### src/sbx_pkg.sv
// Constants and types shared by the store, bit and shift execution unit.
package sbx_pkg;

	// ****************************************************************
	// Register bus map and field positions
	// ****************************************************************
	localparam int APB_AW = 8;
	localparam logic [APB_AW-1:0] OFS_CMD = 8'h00;
	localparam logic [APB_AW-1:0] OFS_STAT = 8'h04;
	localparam logic [APB_AW-1:0] OFS_GPR = 8'h08;
	localparam logic [APB_AW-1:0] OFS_PTRY = 8'h0C;
	localparam logic [APB_AW-1:0] OFS_PTRZ = 8'h10;
	localparam logic [APB_AW-1:0] OFS_SP = 8'h14;
	localparam int STAT_BUSY_BIT = 0;
	localparam int STAT_FLG_LSB = 8;
	localparam int GPR_DATA_LSB = 0;
	localparam int GPR_IDX_LSB = 8;
	localparam int GPR_WE_BIT = 15;

	// ****************************************************************
	// Flag positions inside the cpu flag register
	// ****************************************************************
	localparam int FLG_C = 0;
	localparam int FLG_Z = 1;
	localparam int FLG_N = 2;
	localparam int FLG_V = 3;
	localparam int FLG_S = 4;
	localparam int FLG_H = 5;
	localparam int FLG_T = 6;
	localparam int FLG_I = 7;

	// ****************************************************************
	// Reset values, cycle counts and pointer modes
	// ****************************************************************
	localparam logic [7:0] RST_FLAGS = 8'h00;
	localparam logic [15:0] RST_PTR = 16'h0000;
	localparam logic [15:0] RST_SP = 16'h0000;
	localparam logic [1:0] CYC_ONE = 2'h1;
	localparam logic [1:0] CYC_TWO = 2'h2;
	localparam logic [1:0] CYC_THREE = 2'h3;
	localparam logic [1:0] PMODE_PLAIN = 2'h0;
	localparam logic [1:0] PMODE_POST = 2'h1;
	localparam logic [1:0] PMODE_PRE = 2'h2;
	localparam int IO_AW = 6;
	localparam int PM_AW = 15;

	// ****************************************************************
	// Types
	// ****************************************************************
	typedef enum logic [4:0] {
		OP_NOP = 5'h00,
		OP_MEM_WRITE_VIA_POINTER = 5'h01,
		OP_MEM_WRITE_PTR_OFFSET = 5'h02,
		OP_MEM_WRITE_DIRECT = 5'h03,
		OP_PUSH = 5'h04,
		OP_POP = 5'h05,
		OP_PROGRAM_MEMORY_READ = 5'h06,
		OP_IN = 5'h07,
		OP_OUT = 5'h08,
		OP_SET_IO_BIT = 5'h09,
		OP_CLEAR_IO_BIT = 5'h0A,
		OP_LOGICAL_SHIFT_LEFT = 5'h0B,
		OP_LOGICAL_SHIFT_RIGHT = 5'h0C,
		OP_CARRY_ROTATE_LEFT = 5'h0D,
		OP_CARRY_ROTATE_RIGHT = 5'h0E,
		OP_ARITH_SHIFT_RIGHT = 5'h0F,
		OP_SWAP = 5'h10,
		OP_BIT_TO_TRANSFER_FLAG = 5'h11,
		OP_TRANSFER_FLAG_TO_BIT = 5'h12,
		OP_BSET = 5'h13,
		OP_BCLR = 5'h14
	} sbx_op_e;

	typedef enum logic {
		S_IDLE = 1'b0,
		S_EXEC = 1'b1
	} sbx_state_e;

	typedef struct packed {
		logic [15:0] imm;
		logic [1:0] ptr_mode;
		logic ptr_z;
		logic [2:0] bit_sel;
		logic [4:0] reg_idx;
		sbx_op_e op;
	} sbx_cmd_s;

	typedef struct packed {
		logic [15:0] addr;
		logic [7:0] wdata;
		logic we;
		logic re;
	} sbx_dm_req_s;

	typedef struct packed {
		logic [IO_AW-1:0] addr;
		logic [7:0] wdata;
		logic we;
		logic re;
	} sbx_io_req_s;

	typedef struct packed {
		logic [PM_AW-1:0] addr;
		logic re;
	} sbx_pm_req_s;

endpackage

### src/sbx_regfile.sv
// General register file: one write port, one read port with registered data.
`timescale 1ns/1ps
module sbx_regfile #(
	parameter int DEPTH = 32,
	parameter int WIDTH = 8,
	parameter int AW = 5
) (
	input wire logic clk_i,
	input wire logic rst_n_i,
	input wire logic we_i,
	input wire logic [AW-1:0] waddr_i,
	input wire logic [WIDTH-1:0] wdata_i,
	input wire logic [AW-1:0] raddr_i,
	output logic [WIDTH-1:0] rdata_o
);

	logic [WIDTH-1:0] mem [DEPTH];

	// The array itself is not reset so that it maps onto plain storage.
	always_ff @(posedge clk_i) begin
		if (we_i) begin
			mem[waddr_i] <= wdata_i;
		end
	end

	always_ff @(posedge clk_i or negedge rst_n_i) begin
		if (!rst_n_i) begin
			rdata_o <= '0;
		end else begin
			rdata_o <= mem[raddr_i];
		end
	end

endmodule

### src/sbx_exec.sv
// Execution unit for stores, stack, port, bit, shift and flag instructions.
//
// Local design decisions: the APB interface to the registers and the placing of the registers.
`timescale 1ns/1ps
module sbx_exec
	import sbx_pkg::*;
(
	input wire logic CLOCK_I,
	input wire logic RESETN_I,
	input wire logic PSEL_I,
	input wire logic PENABLE_I,
	input wire logic PWRITE_I,
	input wire logic [APB_AW-1:0] PADDR_I,
	input wire logic [31:0] PWDATA_I,
	output logic [31:0] PRDATA_O,
	output logic PREADY_O,
	output logic PSLVERR_O,
	output sbx_dm_req_s DM_REQ_O,
	input wire logic [7:0] DM_RDATA_I,
	output sbx_io_req_s IO_REQ_O,
	input wire logic [7:0] IO_RDATA_I,
	output sbx_pm_req_s PM_REQ_O,
	input wire logic [15:0] PM_RDATA_I,
	output logic BUSY_O
);

	// ****************************************************************
	// Declarations
	// ****************************************************************
	sbx_state_e state, next_state;
	sbx_cmd_s cmd;
	sbx_cmd_s wcmd;
	sbx_dm_req_s dm_q, next_dm;
	sbx_pm_req_s pm_q;
	logic [1:0] cnt;
	logic [15:0] ptr_y, ptr_z, sp;
	logic [7:0] flags, next_flags;
	logic [4:0] gpr_sel;
	logic [7:0] opv;
	logic [7:0] io_mod;
	logic [7:0] sh_res;
	logic sh_c;
	logic [7:0] res1;
	logic rf_we;
	logic [4:0] rf_waddr;
	logic [7:0] rf_wdata;
	logic [31:0] rd_mux;
	logic [31:0] prdata;
	logic wait_q;

	function automatic logic [1:0] op_cycles(input sbx_op_e op);
		case (op)
			OP_MEM_WRITE_VIA_POINTER, OP_MEM_WRITE_PTR_OFFSET, OP_MEM_WRITE_DIRECT, OP_PUSH,
			OP_POP, OP_SET_IO_BIT, OP_CLEAR_IO_BIT: op_cycles = CYC_TWO;
			OP_PROGRAM_MEMORY_READ: op_cycles = CYC_THREE;
			default: op_cycles = CYC_ONE;
		endcase
	endfunction

	// ****************************************************************
	// Register bus decode
	// ****************************************************************
	// Every access gets one wait state so that a register file read can
	// settle before the data is captured.
	assign wcmd = sbx_cmd_s'(PWDATA_I);
	wire acc = PSEL_I & PENABLE_I;
	wire busy = (state == S_EXEC);
	wire hit_cmd = (PADDR_I == OFS_CMD);
	wire hit_stat = (PADDR_I == OFS_STAT);
	wire hit_gpr = (PADDR_I == OFS_GPR);
	wire hit_py = (PADDR_I == OFS_PTRY);
	wire hit_pz = (PADDR_I == OFS_PTRZ);
	wire hit_sp = (PADDR_I == OFS_SP);
	wire addr_ok = hit_cmd | hit_stat | hit_gpr | hit_py | hit_pz | hit_sp;
	wire wr_ok = acc & wait_q & PWRITE_I & addr_ok & ~busy;
	wire start = wr_ok & hit_cmd;
	assign PREADY_O = wait_q;
	assign PSLVERR_O = acc & wait_q & (~addr_ok | (PWRITE_I & busy));
	assign PRDATA_O = prdata;
	assign BUSY_O = busy;

	always_comb begin
		rd_mux = '0;
		if (hit_cmd) begin
			rd_mux = cmd;
		end else if (hit_stat) begin
			rd_mux[STAT_BUSY_BIT] = busy;
			rd_mux[STAT_FLG_LSB +: 8] = flags;
		end else if (hit_gpr) begin
			rd_mux[GPR_IDX_LSB +: 5] = gpr_sel;
			rd_mux[GPR_DATA_LSB +: 8] = opv;
		end else if (hit_py) begin
			rd_mux[15:0] = ptr_y;
		end else if (hit_pz) begin
			rd_mux[15:0] = ptr_z;
		end else if (hit_sp) begin
			rd_mux[15:0] = sp;
		end
	end

	always_ff @(posedge CLOCK_I or negedge RESETN_I) begin
		if (!RESETN_I) begin
			wait_q <= 1'b0;
			prdata <= '0;
		end else begin
			wait_q <= acc & ~wait_q;
			if (acc & ~wait_q) begin
				prdata <= rd_mux;
			end
		end
	end

	// ****************************************************************
	// Sequencer
	// ****************************************************************
	wire c1 = busy & (cnt == CYC_ONE);
	wire c2 = busy & (cnt == CYC_TWO);
	wire last = busy & (cnt == op_cycles(cmd.op));
	wire is_rmw = (cmd.op == OP_SET_IO_BIT) | (cmd.op == OP_CLEAR_IO_BIT);

	always_comb begin
		next_state = state;
		case (state)
			S_IDLE: if (start) next_state = S_EXEC;
			S_EXEC: if (last) next_state = S_IDLE;
			default: next_state = S_IDLE;
		endcase
	end

	always_ff @(posedge CLOCK_I or negedge RESETN_I) begin
		if (!RESETN_I) begin
			state <= S_IDLE;
			cnt <= CYC_ONE;
			cmd <= '0;
		end else begin
			state <= next_state;
			if (start) begin
				cnt <= CYC_ONE;
				cmd <= wcmd;
			end else if (busy & ~last) begin
				cnt <= cnt + 2'h1;
			end
		end
	end

	// ****************************************************************
	// Shifter and single-cycle results
	// ****************************************************************
	always_comb begin
		case (cmd.op)
			OP_LOGICAL_SHIFT_LEFT: {sh_c, sh_res} = {opv, 1'b0};
			OP_LOGICAL_SHIFT_RIGHT: {sh_res, sh_c} = {1'b0, opv};
			OP_CARRY_ROTATE_LEFT: {sh_c, sh_res} = {opv, flags[FLG_C]};
			OP_CARRY_ROTATE_RIGHT: {sh_res, sh_c} = {flags[FLG_C], opv};
			OP_ARITH_SHIFT_RIGHT: {sh_res, sh_c} = {opv[7], opv};
			default: {sh_res, sh_c} = {opv, flags[FLG_C]};
		endcase
	end

	always_comb begin
		res1 = sh_res;
		case (cmd.op)
			OP_SWAP: res1 = {opv[3:0], opv[7:4]};
			OP_TRANSFER_FLAG_TO_BIT: begin
				res1 = opv;
				res1[cmd.bit_sel] = flags[FLG_T];
			end
			OP_IN: res1 = IO_RDATA_I;
			default: res1 = sh_res;
		endcase
	end

	// ****************************************************************
	// Flags
	// ****************************************************************
	// Store, stack, port and program memory operations fall to the
	// default branch, so they never disturb the flags.
	always_comb begin
		next_flags = flags;
		if (wr_ok & hit_stat) begin
			next_flags = PWDATA_I[STAT_FLG_LSB +: 8];
		end else if (last) begin
			case (cmd.op)
				OP_LOGICAL_SHIFT_LEFT, OP_LOGICAL_SHIFT_RIGHT, OP_CARRY_ROTATE_LEFT,
				OP_CARRY_ROTATE_RIGHT, OP_ARITH_SHIFT_RIGHT: begin
					next_flags[FLG_C] = sh_c;
					next_flags[FLG_Z] = (sh_res == 8'h00);
					next_flags[FLG_N] = sh_res[7];
					next_flags[FLG_V] = sh_res[7] ^ sh_c;
				end
				OP_BIT_TO_TRANSFER_FLAG: next_flags[FLG_T] = opv[cmd.bit_sel];
				OP_BSET: next_flags[cmd.bit_sel] = 1'b1;
				OP_BCLR: next_flags[cmd.bit_sel] = 1'b0;
				default: next_flags = flags;
			endcase
		end
	end

	// ****************************************************************
	// General register file
	// ****************************************************************
	always_comb begin
		rf_we = 1'b0;
		rf_waddr = cmd.reg_idx;
		rf_wdata = res1;
		if (wr_ok & hit_gpr & PWDATA_I[GPR_WE_BIT]) begin
			rf_we = 1'b1;
			rf_waddr = PWDATA_I[GPR_IDX_LSB +: 5];
			rf_wdata = PWDATA_I[GPR_DATA_LSB +: 8];
		end else if (last) begin
			case (cmd.op)
				OP_LOGICAL_SHIFT_LEFT, OP_LOGICAL_SHIFT_RIGHT, OP_CARRY_ROTATE_LEFT,
				OP_CARRY_ROTATE_RIGHT, OP_ARITH_SHIFT_RIGHT: rf_we = 1'b1;
				OP_SWAP, OP_TRANSFER_FLAG_TO_BIT, OP_IN: rf_we = 1'b1;
				OP_POP: begin
					rf_we = 1'b1;
					rf_wdata = DM_RDATA_I;
				end
				OP_PROGRAM_MEMORY_READ: begin
					rf_we = 1'b1;
					rf_waddr = 5'h00;
					rf_wdata = ptr_z[0] ? PM_RDATA_I[15:8] : PM_RDATA_I[7:0];
				end
				default: rf_we = 1'b0;
			endcase
		end
	end

	// The operand is fetched at the very edge that takes the command, so
	// the first execution cycle already has it.
	wire [4:0] rf_raddr = start ? wcmd.reg_idx : (busy ? cmd.reg_idx : gpr_sel);

	sbx_regfile #(
		.DEPTH(32),
		.WIDTH(8),
		.AW(5)
	) u_regfile (
		.clk_i(CLOCK_I),
		.rst_n_i(RESETN_I),
		.we_i(rf_we),
		.waddr_i(rf_waddr),
		.wdata_i(rf_wdata),
		.raddr_i(rf_raddr),
		.rdata_o(opv)
	);

	// ****************************************************************
	// Data memory and stack
	// ****************************************************************
	wire [15:0] ptr_v = cmd.ptr_z ? ptr_z : ptr_y;
	wire [15:0] ptr_dec = ptr_v - 16'h0001;
	wire [15:0] ptr_new = (cmd.ptr_mode == PMODE_POST) ? ptr_v + 16'h0001 : ptr_dec;
	wire [15:0] disp_addr = ptr_v + {10'h000, cmd.imm[5:0]};
	wire ptr_step = c1 & (cmd.op == OP_MEM_WRITE_VIA_POINTER) &
		((cmd.ptr_mode == PMODE_POST) | (cmd.ptr_mode == PMODE_PRE));

	always_comb begin
		next_dm = '0;
		if (c1) begin
			next_dm.wdata = opv;
			case (cmd.op)
				OP_MEM_WRITE_VIA_POINTER: begin
					next_dm.addr = (cmd.ptr_mode == PMODE_PRE) ? ptr_dec : ptr_v;
					next_dm.we = 1'b1;
				end
				OP_MEM_WRITE_PTR_OFFSET: begin
					next_dm.addr = disp_addr;
					next_dm.we = 1'b1;
				end
				OP_MEM_WRITE_DIRECT: begin
					next_dm.addr = cmd.imm;
					next_dm.we = 1'b1;
				end
				OP_PUSH: begin
					next_dm.addr = sp;
					next_dm.we = 1'b1;
				end
				OP_POP: begin
					next_dm.addr = sp + 16'h0001;
					next_dm.re = 1'b1;
				end
				default: next_dm.we = 1'b0;
			endcase
		end
	end

	assign DM_REQ_O = dm_q;

	always_ff @(posedge CLOCK_I or negedge RESETN_I) begin
		if (!RESETN_I) begin
			dm_q <= '0;
			ptr_y <= RST_PTR;
			ptr_z <= RST_PTR;
			sp <= RST_SP;
		end else begin
			dm_q <= next_dm;
			if (ptr_step & ~cmd.ptr_z) begin
				ptr_y <= ptr_new;
			end else if (wr_ok & hit_py) begin
				ptr_y <= PWDATA_I[15:0];
			end
			if (ptr_step & cmd.ptr_z) begin
				ptr_z <= ptr_new;
			end else if (wr_ok & hit_pz) begin
				ptr_z <= PWDATA_I[15:0];
			end
			if (c1 & (cmd.op == OP_PUSH)) begin
				sp <= sp - 16'h0001;
			end else if (c1 & (cmd.op == OP_POP)) begin
				sp <= sp + 16'h0001;
			end else if (wr_ok & hit_sp) begin
				sp <= PWDATA_I[15:0];
			end
		end
	end

	// ****************************************************************
	// I/O space and program memory
	// ****************************************************************
	// Bit set and clear are a read-modify-write, which is why they take a
	// second cycle where a plain port write needs only one.
	wire [7:0] bit_mask = 8'h01 << cmd.bit_sel;
	wire io_re = c1 & ((cmd.op == OP_IN) | is_rmw);
	wire io_we = (c1 & (cmd.op == OP_OUT)) | (c2 & is_rmw);
	wire [7:0] io_wdata = (cmd.op == OP_OUT) ? opv : io_mod;

	assign IO_REQ_O = '{addr: cmd.imm[IO_AW-1:0], wdata: io_wdata, we: io_we, re: io_re};
	assign PM_REQ_O = pm_q;

	always_ff @(posedge CLOCK_I or negedge RESETN_I) begin
		if (!RESETN_I) begin
			io_mod <= 8'h00;
			pm_q <= '0;
		end else begin
			if (c1 & (cmd.op == OP_SET_IO_BIT)) begin
				io_mod <= IO_RDATA_I | bit_mask;
			end else if (c1 & (cmd.op == OP_CLEAR_IO_BIT)) begin
				io_mod <= IO_RDATA_I & ~bit_mask;
			end
			pm_q.addr <= ptr_z[15:1];
			pm_q.re <= c1 & (cmd.op == OP_PROGRAM_MEMORY_READ);
		end
	end

	// ****************************************************************
	// Flag and selector storage
	// ****************************************************************
	always_ff @(posedge CLOCK_I or negedge RESETN_I) begin
		if (!RESETN_I) begin
			flags <= RST_FLAGS;
			gpr_sel <= 5'h00;
		end else begin
			flags <= next_flags;
			if (wr_ok & hit_gpr) begin
				gpr_sel <= PWDATA_I[GPR_IDX_LSB +: 5];
			end
		end
	end

endmodule

### config.mk
export PLATFORM = sky130hd
export DESIGN_NAME = sbx_exec
export DESIGN_NICKNAME = d
export VERILOG_FILES = /design/src/sbx_pkg.sv /design/src/sbx_regfile.sv /design/src/sbx_exec.sv
export SDC_FILE = /design/constraint.sdc
export NUM_CORES = 1
export LEC_CHECK = 0
export ABC_AREA = 1
export BUFFER_PORTS_ARGS = -buffer_cell sky130_fd_sc_hd__buf_2
export CAP_MARGIN = 20
export CELL_PAD_IN_SITES_DETAIL_PLACEMENT = 1
export CELL_PAD_IN_SITES_GLOBAL_PLACEMENT = 1
export CORE_MARGIN = 2
export CORE_UTILIZATION = 28
export DETAILED_ROUTE_END_ITERATION = 7
export GPL_TIMING_DRIVEN = 0
export PLACE_DENSITY = 0.57
export SLEW_MARGIN = 40
export SYNTH_ARGS = -nofsm -noshare
export SYNTH_HDL_FRONTEND = slang
export SYNTH_SLANG_ARGS = --single-unit
### constraint.sdc
create_clock -name CLOCK_I -period 4.1 [get_ports CLOCK_I]
set_input_delay 0.82 -clock CLOCK_I [delete_from_list [all_inputs] [get_ports CLOCK_I]]
set_output_delay 0.82 -clock CLOCK_I [all_outputs]
set_load 0.05 [all_outputs]
* Yosys cells after proc, flatten, opt, wreduce, memory -nomap -nowiden
Memory sizes are Yosys's and may differ from the RTL's. A register that Yosys moved wholly into a read port is not among the register bits. Index checks and enable logic that the tools add are counted.
Cells by class: add/sub/neg operators 6, multiplexer cells 61, equality and inequality tests 30, reductions and logical operators 21, bitwise operators 53, magnitude comparators 2, shift operators 1
Operators with widths (number):
- $mux 16 | 15
- $pmux 16 s5 | 1
- $mux 8 | 9
- $eq 5x4->1 const B | 8
- $pmux 8 s5 | 1
- $add 16x1->16 const B | 2
- $sub 16x1->16 const B | 2
- $and 1x1->1 | 31
- $mux 26 | 1
- $eq 5x5->1 const B | 5
- $mux 5 | 5
- $pmux 8 s3 | 1
- $eq 5x3->1 const B | 4
- $add 16x6->16 | 1
- $and 8x8->8 | 2
- $eq 8x4->1 const B | 2
- $eq 8x5->1 const B | 2
- $logic_not 8->1 | 2
- $not 8->8 | 2
- $or 8x8->8 | 2
- $pmux 8 s2 | 1
- $mux 13 | 1
- $mux 1 | 12
- $pmux 4 s3 | 1
- 33 further kinds | 61
Word-level totals: output and inout port bits 93, word-level logic and storage cells 200, bits in registers 179, memories 2, ROM bits 32, memory bits (writable) 256
Memories:
- u_regfile.mem | depth 32, bits a word 8, read ports 1, clocked after Yosys merged registers in 1, write ports 1, line sbx_regfile.sv:17 | logic [WIDTH-1:0] mem [DEPTH];
- (no name shown) | depth 16, bits a word 2, read ports 1, clocked after Yosys merged registers in 0, write ports 0, line sbx_exec.sv:52 | case (op)

* Longest topological paths before layout
depth in word-level cells 13, gate-level depth with buffers 19

* Modules after synthesis
A second synthesis with hierarchy kept.
Unflattened totals: cell total of the unflattened synthesis 2823, area, all modules 23590.1 um^2
Modules (own cells, without submodules):
- sbx_exec | instances 1, area an instance 12763.5 um^2, seq. area each 4480.5 um^2, cells each 1901
- sbx_regfile | instances 1, area an instance 10826.6 um^2, seq. area each 7887.6 um^2, cells each 922

* Worst setup path after synthesis
Ideal clock, no wire load.
path type input-to-reg, from in PADDR_I[4], to mem u_regfile.mem[0][5], data pin, path buffers 2, required time 3.749 ns, stages 11, path slack 0.832 ns, library setup time 0.351 ns, arrival time 2.916 ns, cell sequence nor2_1 -> nand3_2 -> nor3_4 -> inv_2 -> nor2_4 -> nand2_4 -> buf_6 -> clkbuf_1 -> o21ai_0 -> nor2_1 -> nor2_1
Between the ends: word-level cells in the longest chain between the ends 11, elaborated cells on any way between the ends 16
RTL lines:
- start: declaration | line sbx_exec.sv:13 | input wire logic [APB_AW-1:0] PADDR_I,
- $eq 8x3->1 or $logic_not 8->1 (tied branches) | line sbx_exec.sv:69, sbx_exec.sv:68
- $or 1x1->1 (5 in series) | line sbx_exec.sv:74 | wire addr_ok = hit_cmd | hit_stat | hit_gpr | hit_py | hit_pz | hit_sp;
- $and 1x1->1 (2 in series) | line sbx_exec.sv:75 | wire wr_ok = acc & wait_q & PWRITE_I & addr_ok & ~busy;
- $and 1x1->1 (*) (2 in series) | line sbx_exec.sv:206 | if (wr_ok & hit_gpr & PWDATA_I[GPR_WE_BIT]) begin
- $mux 8 (*) | line sbx_exec.sv:206
- via rf_wdata[5] | line sbx_exec.sv:46 | logic [7:0] rf_wdata;
- end: declaration | line sbx_regfile.sv:17
The timed path passes the listed nets; every way through them passes the cells marked *.

* Final worst setup path
from reg cmd[1] (netlist name), to out IO_REQ_O[1] (netlist name)
Between the ends: word-level cells in the longest chain between the ends 4, elaborated cells on any way between the ends 7
RTL lines:
- start: declaration | line sbx_exec.sv:31 | sbx_cmd_s cmd;
- start signal: assignment | line sbx_exec.sv:139 | cmd <= wcmd;
- $eq 5x4->1 | line sbx_exec.sv:119 | wire is_rmw = (cmd.op == OP_SET_IO_BIT) | (cmd.op == OP_CLEAR_IO_BIT);
- $or 1x1->1 | line sbx_exec.sv:119
- $and 1x1->1 | line sbx_exec.sv:324 | wire io_we = (c1 & (cmd.op == OP_OUT)) | (c2 & is_rmw);
- $or 1x1->1 (*) | line sbx_exec.sv:324
- end: declaration | line sbx_exec.sv:20 | output sbx_io_req_s IO_REQ_O,
Mark *: on every way between the ends. The rest lies on a longest branch, timed or not.

==> impl_metrics.yaml <==
synth:
  post_synth.cell_area_avg_um2: 8.47
  number_of_enable_type_register_cells_in_the_synthesized_netlist: 256
  postSynthCellCount: 2830
  post_synth_top_flop: "edfxtp_1"
  synth_seq_area_share_pct: 51.6
  register_bit_total_from_synthesis: 443
  synthesized_nets: 2927
  syn_area_um2: 24000
  synth_async_sr_flop_share_pct: 42.2
  ys_types: 66
  synth_warnings: 0
timing:
  fin_crit_ns: 3.80
  final-hold-violation-count: 0
  tightestPinTransition_ns: 0.891
  layout_worst_path_cycle_share_pct: 92.8
  finalClockSkew_ns: 0.0784
  report.final.slew_viol_count: 0
  max_freq_mhz: 263
  slew-limit-headroom_pct: 40.0
  grt_setup_unrepaired: "no"
  worst_hold_slack_ns: 0.0791
  setup_viol: 0
pwr:
  sw_frac_of_total_pct: 23.8
  p_seq_share_pct: 47.6
  share_clk_of_total_power_pct: 49.5
  max-vdd-ir-drop_mv: 0.323
  intPower_mw: 7.54
  netSwitchingPower_mw: 2.36
  static_leakage_power_nw: 11.9
  powerDensity_nw_per_um2: 347
  combinational_cell_fraction_of_total_power_pct: 2.9
clock_network:
  path_clk_slew_ns: 0.07
  worst_skew_pair.late_latency_ns: 0.65
  tritoncts: "done"
  cts.root.buffer_cell: "clkbuf_16"
  clk_path_buf_depth: 3
  cts_stage_hold_buffer_count: 0
  cts-buffers-inserted: 53
  cts.htree.levels: 2
  clkSinkCount: 443
die:
  initial_standard_cell_utilization_of_the_core_pct: 28.2
  pin_count: 170
  die_height_um: 297
  coreArea_um2: 85000
  rows: 107
  floorplan.die_area_um2: 88000
  die_w_um: 297
cells_and_area:
  post_route_cells_drive_above_1_share_pct: 16.0
  layout-area-overhead-vs-synth_pct: 18.9
  footprint_of_the_flip_flops_and_latches_um2: 12400
  finish.cell_count_without_fillers: 4257
  final_core_utilization_pct: 33.5
  multi_input_comb_area_um2: 9760
  final.fill_count: 10062
  design_area_um2: 28500
  nNetsFinal: 3166
routing:
  wire_per_inst_um: 24.6
  drt_first_pass_iters: 5
  iteration_0_drc_count_of_the_detailed_router: 1646
  drt.antenna.violating_nets: 0
  route.detailed.vias_per_inst: 5.11
  routed-via-count: 21743
  finalWirelength_um: 105000
  drcViolationCount: 0
setup_path:
  crit_path_max_incr_delay_ns: 0.50
  worstPathCellList: "inv_1 -> ha_1 -> inv_1 -> nor2_1 -> nand2_2 -> clkbuf_1 -> o21ai_0 -> buf_4 -> buf_2"
  critical_path.slowest_cell: "dfrtp_1"
  critPathMaxFanout: 10
  timing.critical_path.to_type: "output pin"
  critical_path_class: "reg2out"
  worst_setup_path_start_kind: "register"
  crit_top_cell: "inv_1"
  required_time_of_the_worst_setup_path_ns: 3.28
  cp_data_arrival_time_ns: 2.98
flow_run:
  max_cap_violations: 0
placed_design:
  hpwlAfterDp_um: 80500
  gp_congestion: 0.927
  post_dp_cell_area_um2: 26700
  placement.io_buffers: 169
  dp.cells: 4158
worst_hold_path:
  worst_min_path_class: "in2async"
global_routing:
  grt_antenna_before_repair: 4
  tot_gr_track_use_pct: 23.7
  grt_max_degree: 71
  via_count_of_the_first_global_routing_pass: 22636
  grt_pass1_wl_um: 153000
  global_route.overflow_total: 0
status:
  status: "completed"
[Yosys cell counts, types with 18 or more instances]
cell	number	area, um^2
ha_1	19	238
buf_2	57	285
nand2_2	20	125
inv_2	31	116
o21ai_0	187	936
nand3_1	347	1740
o21ai_1	20	100
clkbuf_1	51	191
nor3_1	19	95.1
inv_1	305	1140
a21oi_1	75	375
o221ai_1	21	184
dfrtp_1	186	4650
o211ai_1	32	240
nor2_1	187	702
xor2_1	25	219
edfxtp_1	256	7690
nand4_1	18	113
o22ai_1	33	206
buf_4	18	135
nand3b_1	59	443
nand2_1	713	2680
[stage by stage]
| stage | TNS, ns | total power, mW | setup slack [ns] |
|---|---|---|---|
| floorplan | 0 | 4.90 | 0.832 |
| global placement | -632.27 | 5.07 | -1.97 |
| detailed placement | -5.78 | 5.09 | -0.112 |
| CTS | 0 | 10.0 | 0.118 |
| global route | 0 | 10.2 | 0.0496 |
| finish | 0 | 9.90 | 0.296 |
[placed cells by master, fill, tap and decap left out, types with 10 or more instances in the layout]
master     netlist  routed
o31ai_1         12      12
o211ai_1        32      32
nor3_1          19      19
buf_16           0      10
buf_4           18      18
nand3b_1        59      59
o21ai_0        187     187
inv_1          305     305
nand3_1        347     347
nand2_1        713     712
clkinv_1         2      10
dfrtp_1        186     186
nand4_1         18      18
o22ai_1         33      33
a21oi_1         75      73
o21ai_1         20      20
nor2_2          11      31
edfxtp_1       256     256
nand2_2         20      21
xor2_1          25      25
nor2_1         187     161
clkbuf_16        0      53
buf_2           57     226
ha_1            19      19
nand3_2         12      12
o221ai_1        21      21
inv_2           31      31
clkbuf_1        51      57
nor2_4          11      17
[layout make-up]
class / instances / share of cell area, %
Clock buffer: 61 / 4.76
Clock inverter: 35 / 1.43
Antenna cell: 3 / 0.0263
Tap cell: 1144 / 5.02
Inverter: 339 / 4.47
Buffer: 139 / 2.49
Timing Repair Buffer: 184 / 4.23
Sequential cell: 443 / 43.4
Multi-Input combinational cell: 1909 / 34.2
[cell families after synthesis]
kind of cell | synth area share [%]
XOR/XNOR | 1.09
buffers and inverters | 8.26
adder cells (fa/ha/maj) | 1.07
AND/OR/NAND/NOR | 26.9
multiplexers | 0.0469
flip-flops | 51.6
AO/OA/AOI/OAI | 11.1
[flip-flops by register name (all words and copies together) (netlist names), 6 cells and up, named ones only]
register and flops:
IO_REQ_O 6, PRDATA_O 32, io_mod 8, sp 16, PM_REQ_O 16, cmd 26, ptr_y 16, ptr_z 16
DM_REQ_O 26, u_regfile.mem 256, u_regfile.rdata_o 8
[power by group through the flow]
stage	sequential [mW]	clock, mW	combinational, mW
2_1_floorplan	4.84	0	0.0656
3_3_place_gp	4.80	0	0.272
3_5_place_dp	4.80	0	0.286
4_1_cts	4.71	5.03	0.287
5_1_grt	4.71	5.19	0.305
6_report	4.71	4.90	0.284
[routing by layer]
layer | vias up | global-route usage (%) | part of all wire (%)
li1 | 9990 | - | -
met1 | 10907 | 31.3 | 44
met2 | 668 | 39.6 | 47
met3 | 176 | 3.33 | 5.3
met4 | 2 | 8.15 | 3.5
met5 | - | 0 | 0.012
[final timing paths]
check                           slack (ns)             endpoint         start  cells past startpoint
worst min-delay path                  0.08         DM_REQ_O[23]      RESETN_I                      1
max in group asynchronous             2.91          DM_REQ_O[4]      RESETN_I                      3
min in group CLOCK_I                  0.37         IO_REQ_O[12]  PWDATA_I[18]                      3
worst max register to register        0.46  u_regfile.mem[5][6]        cmd[1]                     14
worst min register to register        0.41         PM_REQ_O[14]     ptr_z[14]                      0
worst max-delay path                  0.30          IO_REQ_O[1]        cmd[1]                      9
[what timing repair did]
action                                  CTS  global route
endpoints found under the hold margin     0             0
gates resized for setup                   0             1
endpoints found under the setup margin    0             1
buffers inserted                          0             0
[critical path, delay by kind of cell, from the launching register on]
family	cells	cell delay, ns
compound gates	1	0.25
buf+inv	5	0.90
flops	1	0.50
simple gates	2	0.44
fa+ha+maj	1	0.23
No activity file was read; power rests on OpenSTA's default activity.
